**src/srt_defs.vh**
```
// Constants of the sub-STM-1 regenerator section receiver.
// What this block does
// - Descramble all but first overhead row.
// - Descrambler polynomial is x^7 + x^6 + 1.
// - Hunt A1/A2, keep checking presumed frame start.
// - Alignment word is 11110110 then 00101000.
// - Five errored alignment words enter out-of-frame.
// - Two good alignment words return in-frame.
// - Frame loss follows out-of-frame state.
// - Frame loss forces all-ones out quickly.
// - Report frame loss when monitored.
// - Compare accepted trace with expected, flag mismatch.
// - Trace mismatch forces all-ones, reported when monitored.
// - Management can disable trace mismatch detection.
// - Check B1 against even BIP-8 of frame.
// - Ignore E1, F1 and D1 to D3.
// - Count errored blocks per second.
// - Flag seconds with frame loss or mismatch.
// - Report count and defect second each second.
// - Unmonitored state suppresses declaration and reporting.
// - Transmit side encodes with B3ZS.
// - AMI with 00V or B0V zero substitution.
// - Violations alternate; decoder removes substitutions.
// - Recover timing, decode, hand data and clock on.
// - Signal loss forces all-ones with local clock.
`ifndef SRT_DEFS_VH
`define SRT_DEFS_VH
// ****************************************************************
// Frame geometry and alignment word
// ****************************************************************
`define SRT_FRAME_BITS 13'd6480
`define SRT_A1_A2 16'hF628
`define SRT_SCR_START 13'd24
`define SRT_J0_FIRST 13'd16
`define SRT_B1_FIRST 13'd720
`define SRT_TRACE_LEN 5'd16
`define SRT_BAD_TO_OOF 3'd5
`define SRT_GOOD_TO_IF 2'd2
`define SRT_TRACE_PERSIST 2'd3
// ****************************************************************
// Timing
// ****************************************************************
`define SRT_CLK_HZ 50000000
`define SRT_ONE_SEC_S 1
`define SRT_LINE_BIT_NS 160
`define SRT_LOCAL_DIV (`SRT_LINE_BIT_NS * (`SRT_CLK_HZ / 1000000) / 1000)
`define SRT_LOS_ZEROS 8'd175
// ****************************************************************
// Register offsets, fields and reset values
// ****************************************************************
`define SRT_REG_CTRL 8'h00
`define SRT_REG_STATUS 8'h04
`define SRT_REG_EBC 8'h08
`define SRT_REG_DS 8'h0C
`define SRT_REG_TRACE 8'h40
`define SRT_CTRL_MON 0
`define SRT_CTRL_TIMDIS 1
`define SRT_CTRL_RESET 2'h0
`endif

```
**src/srt_receiver.v**
```verilog
// Sub-STM-1 section receiver: line decode, framing, checks and counters.
`timescale 1ns/1ps
`default_nettype none
`include "srt_defs.vh"
module srt_receiver #(
    parameter ONE_SEC_CYCLES = `SRT_CLK_HZ * `SRT_ONE_SEC_S,
    parameter EBC_WIDTH = 16
) (
    input wire clk_sys,
    input wire reset,
    input wire ce,
    input wire lineClk,
    input wire linePos,
    input wire lineNeg,
    input wire txBit,
    input wire txBitValid,
    output reg txPos,
    output reg txNeg,
    input wire [7:0] regAddr,
    input wire [31:0] regWdata,
    input wire regWr,
    input wire regRd,
    output reg [31:0] regRdata,
    output reg rxData,
    output reg rxBitStrobe,
    output reg rxFrameStart,
    output reg frameLossReport,
    output reg traceMismatchReport,
    output reg signalLossReport,
    output reg secondStrobe,
    output reg [EBC_WIDTH-1:0] nearErroredBlockCount,
    output reg nearDefectSecond
);
    localparam LOCAL_DIV = `SRT_LOCAL_DIV;
    localparam ST_HUNT = 2'd0;
    localparam ST_PRESYNC = 2'd1;
    localparam ST_INFRAME = 2'd2;

    // ************************************************************
    // Pin synchronisers
    // ************************************************************
    reg [1:0] clkSync, posSync, negSync;
    reg clkLast;
    wire lineEdge = clkSync[1] & ~clkLast;

    // Two flip-flops on each pin; only the second stage is used.
    always @(posedge clk_sys) begin
        if (reset) begin
            clkSync <= 2'b00;
            posSync <= 2'b00;
            negSync <= 2'b00;
            clkLast <= 1'b0;
        end else if (ce) begin
            clkSync <= {clkSync[0], lineClk};
            posSync <= {posSync[0], linePos};
            negSync <= {negSync[0], lineNeg};
            clkLast <= clkSync[1];
        end
    end

    // ************************************************************
    // B3ZS decoder and signal loss
    // ************************************************************
    reg [1:0] decDelay;
    reg lastPolNeg;
    reg [7:0] zeroRun;
    reg signalLoss;
    reg decBit;
    reg decValid;
    wire pulseIn = posSync[1] ^ negSync[1];
    wire violation = pulseIn & (negSync[1] == lastPolNeg);

    // A pulse of the same polarity as the last one marks a substitution.
    always @(posedge clk_sys) begin
        if (reset) begin
            decDelay <= 2'b00;
            lastPolNeg <= 1'b1;
            zeroRun <= 8'h00;
            signalLoss <= 1'b1;
            decBit <= 1'b0;
            decValid <= 1'b0;
        end else if (ce) begin
            decValid <= lineEdge;
            if (lineEdge) begin
                if (violation) begin
                    decBit <= 1'b0;
                    decDelay <= 2'b00;
                end else begin
                    decBit <= decDelay[1];
                    decDelay <= {decDelay[0], pulseIn};
                end
                if (pulseIn) begin
                    lastPolNeg <= negSync[1];
                    zeroRun <= 8'h00;
                    signalLoss <= 1'b0;
                end else if (zeroRun == `SRT_LOS_ZEROS) begin
                    signalLoss <= 1'b1;
                end else begin
                    zeroRun <= zeroRun + 8'h01;
                end
            end
        end
    end

    // ************************************************************
    // Frame alignment
    // ************************************************************
    reg [15:0] shiftReg;
    reg [12:0] bitPos;
    reg [1:0] alignState;
    reg [2:0] badCount;
    wire [15:0] nextShift = {shiftReg[14:0], decBit};
    wire wordOk = (nextShift == `SRT_A1_A2);
    wire atCheck = (bitPos == `SRT_J0_FIRST - 13'd1);
    wire frameLoss = (alignState != ST_INFRAME);

    // Hunt bit by bit, then check once per frame at the presumed place.
    always @(posedge clk_sys) begin
        if (reset) begin
            shiftReg <= 16'h0000;
            bitPos <= 13'd0;
            alignState <= ST_HUNT;
            badCount <= 3'd0;
        end else if (ce && decValid) begin
            shiftReg <= nextShift;
            if (bitPos == `SRT_FRAME_BITS - 13'd1) begin
                bitPos <= 13'd0;
            end else begin
                bitPos <= bitPos + 13'd1;
            end
            case (alignState)
                ST_HUNT: begin
                    if (wordOk) begin
                        bitPos <= `SRT_J0_FIRST;
                        alignState <= ST_PRESYNC;
                    end
                end
                ST_PRESYNC: begin
                    if (atCheck) begin
                        if (wordOk) begin
                            alignState <= ST_INFRAME;
                            badCount <= 3'd0;
                        end else begin
                            alignState <= ST_HUNT;
                        end
                    end
                end
                default: begin
                    if (atCheck) begin
                        if (wordOk) begin
                            badCount <= 3'd0;
                        end else if (badCount == `SRT_BAD_TO_OOF - 3'd1) begin
                            alignState <= ST_HUNT;
                            badCount <= 3'd0;
                        end else begin
                            badCount <= badCount + 3'd1;
                        end
                    end
                end
            endcase
        end
    end

    // ************************************************************
    // Descrambler and BIP-8
    // ************************************************************
    reg [6:0] scr;
    reg [7:0] bipRun;
    reg [7:0] bipPrev;
    reg [7:0] b1Shift;
    reg blockError;
    reg bipGood;
    wire [2:0] lane = bitPos[2:0];
    wire inRow1 = (bitPos < `SRT_SCR_START);
    wire scrStart = (bitPos == `SRT_SCR_START);
    wire [6:0] scrNow = scrStart ? 7'h7F : scr;
    wire plainBit = inRow1 ? decBit : (decBit ^ scrNow[6]);
    reg [7:0] bipNext;

    // Even parity per lane over the bits as received, still scrambled.
    always @* begin
        bipNext = (bitPos == 13'd0) ? 8'h00 : bipRun;
        bipNext[7 - lane] = bipNext[7 - lane] ^ decBit;
    end

    // Frame-synchronous scrambler state, set to ones after row one.
    always @(posedge clk_sys) begin
        if (reset) begin
            scr <= 7'h7F;
            bipRun <= 8'h00;
            bipPrev <= 8'h00;
            b1Shift <= 8'h00;
            blockError <= 1'b0;
            bipGood <= 1'b0;
        end else if (ce) begin
            blockError <= 1'b0;
            if (decValid && alignState != ST_HUNT) begin
                bipRun <= bipNext;
                if (bitPos == `SRT_FRAME_BITS - 13'd1) begin
                    bipPrev <= bipNext;
                    bipGood <= ~frameLoss;
                end
            end
            if (decValid && alignState == ST_INFRAME) begin
                if (!inRow1) begin
                    scr <= {scrNow[5:0], scrNow[6] ^ scrNow[5]};
                end
                // E1, F1 and D1 to D3 are not examined at all.
                if (bitPos[12:3] == `SRT_B1_FIRST / 13'd8) begin
                    b1Shift <= {b1Shift[6:0], plainBit};
                end
                if (bitPos == `SRT_B1_FIRST + 13'd8) begin
                    blockError <= bipGood & (b1Shift != bipPrev);
                end
            end
        end
    end

    // ************************************************************
    // Trace identifier capture and mismatch
    // ************************************************************
    reg [7:0] expTrace [0:15];
    reg [3:0] traceIdx;
    reg [7:0] j0Shift;
    reg cycleMiss;
    reg [1:0] missRun, matchRun;
    reg traceMismatch;
    reg [1:0] ctrl;
    wire timEnable = ~ctrl[`SRT_CTRL_TIMDIS];
    wire mon = ctrl[`SRT_CTRL_MON];
    wire j0Done = decValid && (bitPos == `SRT_J0_FIRST + 13'd7);
    wire [7:0] j0Byte = {j0Shift[6:0], decBit};
    wire byteMiss = (j0Byte != expTrace[traceIdx]);
    wire traceDeclared = traceMismatch & timEnable & mon;

    // A full message must miss (or match) several times before it counts.
    always @(posedge clk_sys) begin
        if (reset) begin
            traceIdx <= 4'd0;
            j0Shift <= 8'h00;
            cycleMiss <= 1'b0;
            missRun <= 2'd0;
            matchRun <= 2'd0;
            traceMismatch <= 1'b0;
        end else if (ce && alignState == ST_INFRAME) begin
            if (decValid) begin
                j0Shift <= j0Byte;
            end
            if (j0Done) begin
                traceIdx <= traceIdx + 4'd1;
                cycleMiss <= (traceIdx == 4'd0) ? byteMiss
                                                : (cycleMiss | byteMiss);
                if (traceIdx == 4'd15) begin
                    if (cycleMiss | byteMiss) begin
                        matchRun <= 2'd0;
                        if (missRun == `SRT_TRACE_PERSIST - 2'd1) begin
                            traceMismatch <= 1'b1;
                        end else begin
                            missRun <= missRun + 2'd1;
                        end
                    end else begin
                        missRun <= 2'd0;
                        if (matchRun == `SRT_TRACE_PERSIST - 2'd1) begin
                            traceMismatch <= 1'b0;
                        end else begin
                            matchRun <= matchRun + 2'd1;
                        end
                    end
                end
            end
        end
    end

    // ************************************************************
    // Data output with all-ones substitution and local timing
    // ************************************************************
    reg [2:0] localDiv;
    wire aisOn = frameLoss | traceDeclared | signalLoss;
    wire localTick = (localDiv == LOCAL_DIV[2:0] - 3'd1);

    // Defects switch the output to ones on the next bit, well in time.
    always @(posedge clk_sys) begin
        if (reset) begin
            localDiv <= 3'd0;
            rxData <= 1'b1;
            rxBitStrobe <= 1'b0;
            rxFrameStart <= 1'b0;
        end else if (ce) begin
            localDiv <= localTick ? 3'd0 : localDiv + 3'd1;
            rxBitStrobe <= signalLoss ? localTick & ~lineEdge : decValid;
            rxData <= aisOn ? 1'b1 : plainBit;
            rxFrameStart <= decValid & ~frameLoss & (bitPos == 13'd0);
        end
    end

    // ************************************************************
    // One-second performance counters
    // ************************************************************
    reg [31:0] secCount;
    reg [EBC_WIDTH-1:0] ebcRun;
    reg dsRun;
    wire secEnd = (secCount == ONE_SEC_CYCLES - 1);
    wire frameLossDeclared = frameLoss & mon;

    // Counters restart at each local one-second boundary.
    always @(posedge clk_sys) begin
        if (reset) begin
            secCount <= 32'd0;
            ebcRun <= {EBC_WIDTH{1'b0}};
            dsRun <= 1'b0;
            secondStrobe <= 1'b0;
            nearErroredBlockCount <= {EBC_WIDTH{1'b0}};
            nearDefectSecond <= 1'b0;
            frameLossReport <= 1'b0;
            traceMismatchReport <= 1'b0;
            signalLossReport <= 1'b0;
        end else if (ce) begin
            frameLossReport <= frameLossDeclared;
            traceMismatchReport <= traceDeclared;
            signalLossReport <= signalLoss & mon;
            secondStrobe <= secEnd & mon;
            if (secEnd) begin
                secCount <= 32'd0;
                if (mon) begin
                    nearErroredBlockCount <= ebcRun
                        + {{(EBC_WIDTH-1){1'b0}}, blockError & ~&ebcRun};
                    nearDefectSecond <= dsRun | frameLossDeclared
                                        | traceDeclared;
                end
                ebcRun <= {EBC_WIDTH{1'b0}};
                dsRun <= 1'b0;
            end else begin
                secCount <= secCount + 32'd1;
                if (blockError && mon && ebcRun != {EBC_WIDTH{1'b1}}) begin
                    ebcRun <= ebcRun + 1'b1;
                end
                if (frameLossDeclared | traceDeclared) begin
                    dsRun <= 1'b1;
                end
            end
        end
    end

    // ************************************************************
    // Register port
    // ************************************************************
    integer i;

    // Writes steer control and the expected trace; reads show state.
    always @(posedge clk_sys) begin
        if (reset) begin
            ctrl <= `SRT_CTRL_RESET;
            regRdata <= 32'h00000000;
            for (i = 0; i < 16; i = i + 1) begin
                expTrace[i] <= 8'h00;
            end
        end else if (ce) begin
            if (regWr) begin
                if (regAddr == `SRT_REG_CTRL) begin
                    ctrl <= regWdata[1:0];
                end else if (regAddr[7:6] == 2'b01 && regAddr[1:0] == 2'b00) begin
                    expTrace[regAddr[5:2]] <= regWdata[7:0];
                end
            end
            if (regRd) begin
                if (regAddr == `SRT_REG_CTRL) begin
                    regRdata <= {30'h0, ctrl};
                end else if (regAddr == `SRT_REG_STATUS) begin
                    regRdata <= {28'h0, signalLoss, traceMismatch,
                                 frameLoss, alignState == ST_HUNT};
                end else if (regAddr == `SRT_REG_EBC) begin
                    regRdata <= {{(32 - EBC_WIDTH){1'b0}},
                                 nearErroredBlockCount};
                end else if (regAddr == `SRT_REG_DS) begin
                    regRdata <= {31'h0, nearDefectSecond};
                end else if (regAddr[7:6] == 2'b01 && regAddr[1:0] == 2'b00) begin
                    regRdata <= {24'h0, expTrace[regAddr[5:2]]};
                end else begin
                    regRdata <= 32'h00000000;
                end
            end else begin
                regRdata <= 32'h00000000;
            end
        end
    end

    // ************************************************************
    // B3ZS line encoder
    // ************************************************************
    reg [2:0] txBuf;
    reg [1:0] subPhase;
    reg subB0V;
    reg txLastNeg;
    reg oddSinceV;

    // Three zeros become 00V or B0V so that V pulses alternate.
    always @(posedge clk_sys) begin
        if (reset) begin
            txBuf <= 3'b000;
            subPhase <= 2'd0;
            subB0V <= 1'b0;
            txLastNeg <= 1'b1;
            oddSinceV <= 1'b0;
            txPos <= 1'b0;
            txNeg <= 1'b0;
        end else if (ce && txBitValid) begin
            txBuf <= {txBuf[1:0], txBit};
            txPos <= 1'b0;
            txNeg <= 1'b0;
            if (subPhase == 2'd2) begin
                txPos <= txLastNeg ? 1'b0 : 1'b1;
                txNeg <= txLastNeg;
                subPhase <= 2'd0;
                oddSinceV <= 1'b0;
            end else if (subPhase == 2'd1) begin
                subPhase <= 2'd2;
            end else if (txBuf == 3'b000) begin
                subPhase <= 2'd1;
                subB0V <= ~oddSinceV;
                if (!oddSinceV) begin
                    txPos <= txLastNeg;
                    txNeg <= ~txLastNeg;
                    txLastNeg <= ~txLastNeg;
                end
            end else if (txBuf[2]) begin
                txPos <= txLastNeg;
                txNeg <= ~txLastNeg;
                txLastNeg <= ~txLastNeg;
                oddSinceV <= ~oddSinceV;
            end
        end
    end
endmodule
`default_nettype wire

```
**config.mk**
```make
export PLATFORM = sky130hd
export DESIGN_NAME = srt_receiver
export DESIGN_NICKNAME = d
export VERILOG_FILES = /design/src/srt_receiver.v
export VERILOG_INCLUDE_DIRS = /design/src
export SDC_FILE = /design/constraint.sdc
export NUM_CORES = 1
export LEC_CHECK = 0
export BUFFER_PORTS_ARGS = -buffer_cell sky130_fd_sc_hd__buf_2
export CAP_MARGIN = 5
export CORE_MARGIN = 2
export CORE_UTILIZATION = 40
export DETAILED_ROUTE_END_ITERATION = 16
export MAX_ROUTING_LAYER = met4
export PLACE_DENSITY_LB_ADDON = 0.3
export SYNTH_ARGS = -nofsm -noshare
export SYNTH_HDL_FRONTEND = slang
export SYNTH_SLANG_ARGS = --single-unit
```
**constraint.sdc**
```tcl
create_clock -name clk_sys -period 7.81 [get_ports clk_sys]
set_input_delay 0 -clock clk_sys [delete_from_list [all_inputs] [get_ports clk_sys]]
set_output_delay 0 -clock clk_sys [all_outputs]
set_load 0.01 [all_outputs]
```
# ---- After elaboration in Yosys (flattened, before gate mapping)
# Memories as Yosys holds them, arrays and structs flattened. A register that Yosys moved wholly into a read port is not among the register bits.
# Index checks and enable logic that the tools add are counted.
dict set report word_totals {
  ff_bits 223
  ram_bits 128
  inputBits 50
  output_inout_bits 58
  wordCells 271
  memories 1
}
# name depth word_bits read_ports rd_ports_with_merged_regs wr line
set mem_list {}
lappend mem_list {expTrace 16 8 2 1 16 srt_receiver.v:222} ;# reg [7:0] expTrace [0:15];
dict set report op_classes {
  addsub 11
  n_lt_le_gt_ge 3
  n_eq_ne 39
  mux 88
  bitwise 32
  n_reduce_logical 50
}
# op count
set op_table {}
lappend op_table {{16-bit 2-to-1 mux} 5}
lappend op_table {{32-bit 2-to-1 mux} 2}
lappend op_table {{8-bit 2-to-1 mux} 6}
lappend op_table {{1-bit 2-to-1 mux} 43}
lappend op_table {{13-bit 2-to-1 mux} 3}
lappend op_table {{32-bit by 1-bit adder with 32-bit output (second input constant)} 1}
lappend op_table {{32-bit by 26-bit equality test with 1-bit output (second input constant)} 1}
lappend op_table {{32-bit by 1-bit >= comparator with 1-bit output (second input constant)} 1}
lappend op_table {{32-bit by 4-bit less-than comparator with 1-bit output (second input constant)} 1}
lappend op_table {{2-bit 2-to-1 mux} 14}
lappend op_table {{13-bit by 5-bit equality test with 1-bit output (second input constant)} 2}
lappend op_table {{3-bit AND reduction} 8}
lappend op_table {{2-bit != test (second input constant)} 10}
lappend op_table {{3-bit 2-to-1 mux} 6}
lappend op_table {{16-bit by 1-bit adder with 16-bit output} 1}
lappend op_table {{16-bit by 1-bit adder with 16-bit output (second input constant)} 1}
lappend op_table {{16-bit equality test (second input constant)} 1}
lappend op_table {{8-bit by 4-bit equality test with 1-bit output (second input constant)} 2}
lappend op_table {{16-bit != test (second input constant)} 1}
lappend op_table {{8-bit != test} 2}
lappend op_table {{16-bit AND reduction} 1}
lappend op_table {{4-bit AND reduction} 4}
lappend op_table {{2-bit nonzero test} 8}
lappend op_table {{2-bit AND reduction} 7}
lappend op_table {{other kinds (43)} 92}

# ---- Longest topological paths before layout
dict set report depth {
  depth_word 10
  mapped_depth 12
  ltp_nobuf 12
}

# ---- Worst setup path before layout
# OpenSTA, ideal clock, no wires.
dict set report synth_path {
  path_kind {register to register}
  start {register ebcRun[6]}
  end {register nearErroredBlockCount[8]}
  arrival_ns 2.434
  required_time_ns 7.682
  path_slack_ns 5.248
  stages_incl_launch_ff 13
  path_buffers 1
  cell_sequence {dfxtp_1 clkbuf_1 nand4_1 or4_1 o21a_1 ha_1 ha_1 nand3_1 nor2_1 nand3_1 xnor2_1 mux2i_1 nor2_1}
}
dict set report synth_via {
  elab_chain_len 4
}
# item line
set synth_rtl {}
lappend synth_rtl {{from (decl)} srt_receiver.v:300} ;# reg [EBC_WIDTH-1:0] ebcRun;
lappend synth_rtl {{from (signal assigned)} srt_receiver.v:309} ;# ebcRun <= {EBC_WIDTH{1'b0}};
lappend synth_rtl {{from (signal assigned)} srt_receiver.v:330} ;# ebcRun <= {EBC_WIDTH{1'b0}};
lappend synth_rtl {{from (signal assigned)} srt_receiver.v:335} ;# ebcRun <= ebcRun + 1'b1;
lappend synth_rtl {{16-bit AND reduction} srt_receiver.v:326} ;# + {{(EBC_WIDTH-1){1'b0}}, blockError & ~&ebcRun};
lappend synth_rtl {{1-bit zero test} srt_receiver.v:326}
lappend synth_rtl {{1-bit AND} srt_receiver.v:326}
lappend synth_rtl {{16-bit by 1-bit adder with 16-bit output (*)} srt_receiver.v:326}
lappend synth_rtl {{to (signal assigned)} srt_receiver.v:312} ;# nearErroredBlockCount <= {EBC_WIDTH{1'b0}};
lappend synth_rtl {{to (signal assigned)} srt_receiver.v:325} ;# nearErroredBlockCount <= ebcRun
lappend synth_rtl {{to (decl)} srt_receiver.v:31} ;# output reg [EBC_WIDTH-1:0] nearErroredBlockCount,
# Every way passes the cells marked *; elsewhere a longest branch is shown, timed or not.
# A chain may end at the register's enable or synchronous reset.

==> metrics.log <==
INFO  metric outcome = completed
INFO  metric dp_hpwl = between 20000 and 30000 um
INFO  metric netlist-cell-type-count = between 60 and 70
INFO  metric final.period_utilization = a little over two fifths
INFO  metric drt-total-wl = 41000 um
INFO  metric cts_post_setup_buffers_inserted = 0
INFO  metric yosys_register_bits = between 300 and 400
INFO  metric global_route.overflow_total = 0
INFO  metric drtAntennaViolNets = 0
INFO  metric start_util = about two fifths
INFO  metric power_density = just over 200 nW/um^2
INFO  metric synth_most_common_cell = nor2_1
INFO  metric portBuffers = 67
INFO  metric setup_viol = 0
INFO  metric depth_of_the_most_critical_reg_to_reg_path = 8
INFO  metric period_minus_slack = ~3400 ps
INFO  metric synth.yosys.seq_area_share = 48.5%
INFO  metric insertion_delay = between 500 and 600 ps
INFO  metric dr_drc_count = 0
INFO  metric pin_count_of_the_biggest_net_entering_global_routing = 73
INFO  metric grt_pass1_vias = roughly 12k
INFO  metric slew_viol_final = 0
INFO  metric top_cells_by_instance_count_after_synthesis = nor2_1, dfxtp_1, nand2_1
INFO  metric static_leakage = approximately 6.6 nW
INFO  metric cts-buffers-inserted = 39
INFO  metric standard_cell_rows = 74
INFO  metric synthMuxAreaShare = around 13%
INFO  metric highest_cell_delay_on_the_worst_timing_path = 1010 ps
INFO  metric post_cts.resized_instances = 0
INFO  metric layout-drive-gt1-share = 13.3%
INFO  metric fraction_of_the_mapped_netlist_area_in_simple_logic_gates = between 20 and 25%
INFO  metric final.setup.tns = 0 ps
INFO  metric placeableCoreArea = 40900 um^2
INFO  metric layout.nets = 1747
INFO  metric synth_top_cell_area_share = about a quarter
INFO  metric cap_violations = 0
INFO  metric synth-adder-area-share = under 10%
INFO  metric min-delay-start = ce
INFO  metric slew_headroom = approximately a fifth
INFO  metric floorplan_die_height = between 200 and 250 um
INFO  metric cts_tree = done
INFO  metric worst_ep_required_time = 8240 ps
INFO  metric cell_type_with_the_largest_total_area_after_synthesis = dfxtp_1
INFO  metric antenna_found_initial = 2
INFO  metric clockRootBuffer = clkbuf_16
INFO  metric critical-path-top-delay-family = flip-flops
INFO  metric cts.sinks = 339
INFO  metric async_flop_share = 0%
INFO  metric postPlaceCellArea = roughly 17000 um^2
INFO  metric maximum_clock_frequency = between 200 and 300 MHz
INFO  metric crit_arrival = 3820 ps
INFO  metric fp.dieW = a little over 200 um
INFO  metric final_design_area_no_fill = around 19000 um^2
INFO  metric detailroute.via_count = between 10k and 15k
INFO  metric reg2reg_to = traceMismatch
INFO  metric initialDrtViolationCount = ~900
INFO  metric synth_top_family_by_area = simple AND/OR/NAND/NOR gates
INFO  metric critical-path-slowest-cell = dfxtp_2
INFO  metric placed_cells_incl_taps = 2149
INFO  metric synth_edf_count = roughly 130
INFO  metric crit_path_max_fanout = 30
INFO  metric cts.path.max_buffers = 3
INFO  metric wire_per_inst = 18.3 um
INFO  metric fin_cells = approximately 2.2k
INFO  metric synthTopCellsByArea = dfxtp_1, edfxtp_1, mux4_2, nor2_1, and2_1
INFO  metric regToRegSetupSlack = around 4400 ps
INFO  metric worstPathCellList = mux4_2 > mux2i_1 > xor2_1 > a41oi_1 > a21oi_1 > nor4b_4 > a2bb2oi_1 > nor2_1
INFO  metric whs_endpoint = secCount[1]
INFO  metric floorplan.die_area = 43300 um^2
INFO  metric boundaryPins = about 110
INFO  metric finalHoldViolations = 0
INFO  metric rsz0062_at_grt = false
INFO  metric crit_end_element = flip-flop
INFO  metric yosys.area_share.xor_xnor = ~5.7%
INFO  metric htree_levels = 2
INFO  metric synth.cell_area = 16600 um^2
INFO  metric grt_first_pass_wirelength = 65100 um
INFO  metric synth-main-ff-cell = dfxtp_1
INFO  metric timing.hold.worst_path_depth = 4
INFO  metric fin_skew = roughly 20 ps
INFO  metric detail_route.vias_per_cell = around 5.4
INFO  metric synth_warnings = 0
INFO  metric drt_first_pass_iters = 5
INFO  metric worst-slew-pin-transition = 1170 ps
INFO  metric synthToLayoutAreaGrowth = 12.9%
INFO  metric timing_worst_setup_path_type = reg -> reg
INFO  metric post_synth.cell_area_avg = about 10 um^2
INFO  metric area_fraction_in_compound_gates_after_synthesis = roughly 7.5%
INFO  metric worstPathBufferInverterCount = 0
INFO  metric grt.total_usage = between 15 and 20%
INFO  metric critPathLaunchType = flip-flop
INFO  metric gp_routability_congestion = around 0.85
INFO  metric cts.reportedPaths.clkPinSlew = ~60 ps
INFO  metric irDropWorstVdd = around 0.12 mV
INFO  metric min_path_type = in -> reg
INFO  metric post_synth_inst_count = 1625
[placed cells by master, fill, tap and decap left out, drive strengths merged, types with 6 or more instances in the layout]
master	netlist	routed
nor2	226	226
or2	7	7
clkinv	1	8
xor2	66	66
nand2	141	141
clkbuf	74	56
and2	135	135
nand3	41	41
buf	36	87
nor4b	6	6
a22oi	21	21
nor3	30	30
o22ai	8	8
nor4	16	16
inv	24	27
dlygate4sd3	0	21
edfxtp	128	128
xnor2	43	43
conb	1	16
nor2b	8	8
or3	12	12
nand4	23	23
nand2b	9	9
mux2i	60	60
a211oi	9	9
and3	15	15
dfxtp	211	211
ha	18	18
mux4	68	68
o21ai	48	48
a21oi	81	81
[routing by layer]
layer	vias to the layer above	share of wire, %	global-route usage [%]
met1	5861	45	25.3
met2	357	46	30.2
met5	-	0	-
met3	78	7.1	4.80
met4	0	2.7	6.04
li1	5839	-	-
[cell type report]
cell class	count	area [um^2]
flip-flops and latches	339	8070
inverters	25	93.8
well taps	532	666
multi-input cells	1166	8050
diodes	2	5.00
clock buffers	56	1110
repair buffers	108	698
fillers	3799	22100
clock inverters	10	91.3
[kinds of logic after synthesis]
| group | Yosys count |
|---|---|
| and+or+nand+nor | 687 |
| DFF | 339 |
| AOI/OAI and AO/OA | 207 |
| buffers and inverters | 135 |
| muxes | 129 |
| xor gates and xnor gates | 109 |
| adders and majority gates | 18 |
| other | 1 |
[stage by stage]
| stage | hold WS [ps] | power (W) | utilization, % | setup WS [ps] |
|---|---|---|---|---|
| floorplan | 136 | 0.00207 | - | 5250 |
| detailed placement | 265 | 0.00214 | 42.4 | 4370 |
| global placement | 248 | 0.00213 | 42.4 | 4400 |
| CTS | 90.4 | 0.00388 | 45.9 | 4400 |
| global route | 127 | 0.00396 | 45.9 | 4070 |
| finish | 120 | 0.00384 | 45.9 | 4420 |
[where the power goes]
part / internal (W) / total, W / switching, W
Sequential: 0.00187 / 0.00190 / 0.0000283
Combinational: 0.0000840 / 0.000204 / 0.000120
Clock: 0.000992 / 0.00173 / 0.000741
Total: 0.00295 / 0.00384 / 0.000889
[flip-flops by register name, summed over array words and instances (netlist names), 3 cells and up, named ones only]
name,flops
b1Shift,8
badCount,3
bipPrev,8
bipRun,8
bitPos,13
ebcRun,16
expTrace,128
j0Shift,7
localDiv,3
nearErroredBlockCount,16
regRdata,16
scr,7
secCount,32
shiftReg,15
traceIdx,4
txBuf,3
zeroRun,8
[tightest hold or removal path, stage by stage]
cell and delay, ps:
buf_2 90, buf_4 290, mux2i_1 180, nor2_1 70
[timing repair]
action	in CTS	in global routing
endpoints found under the hold margin	156	0
setup endpoints to repair	0	0
hold buffers	21	0
[worst max-delay path by stage]
stage                          from                  endpoint  depth (start not counted)
after floorplan           ebcRun[6]  nearErroredBlockCount[8]                         12
after global placement    flip-flop             traceMismatch                          8
after detailed placement         ce                b1Shift[6]                         10
after CTS                 flip-flop             traceMismatch                          8
after global routing      flip-flop               matchRun[1]                          8
final                     flip-flop             traceMismatch                          8
Power figures use the tool's default switching activity.
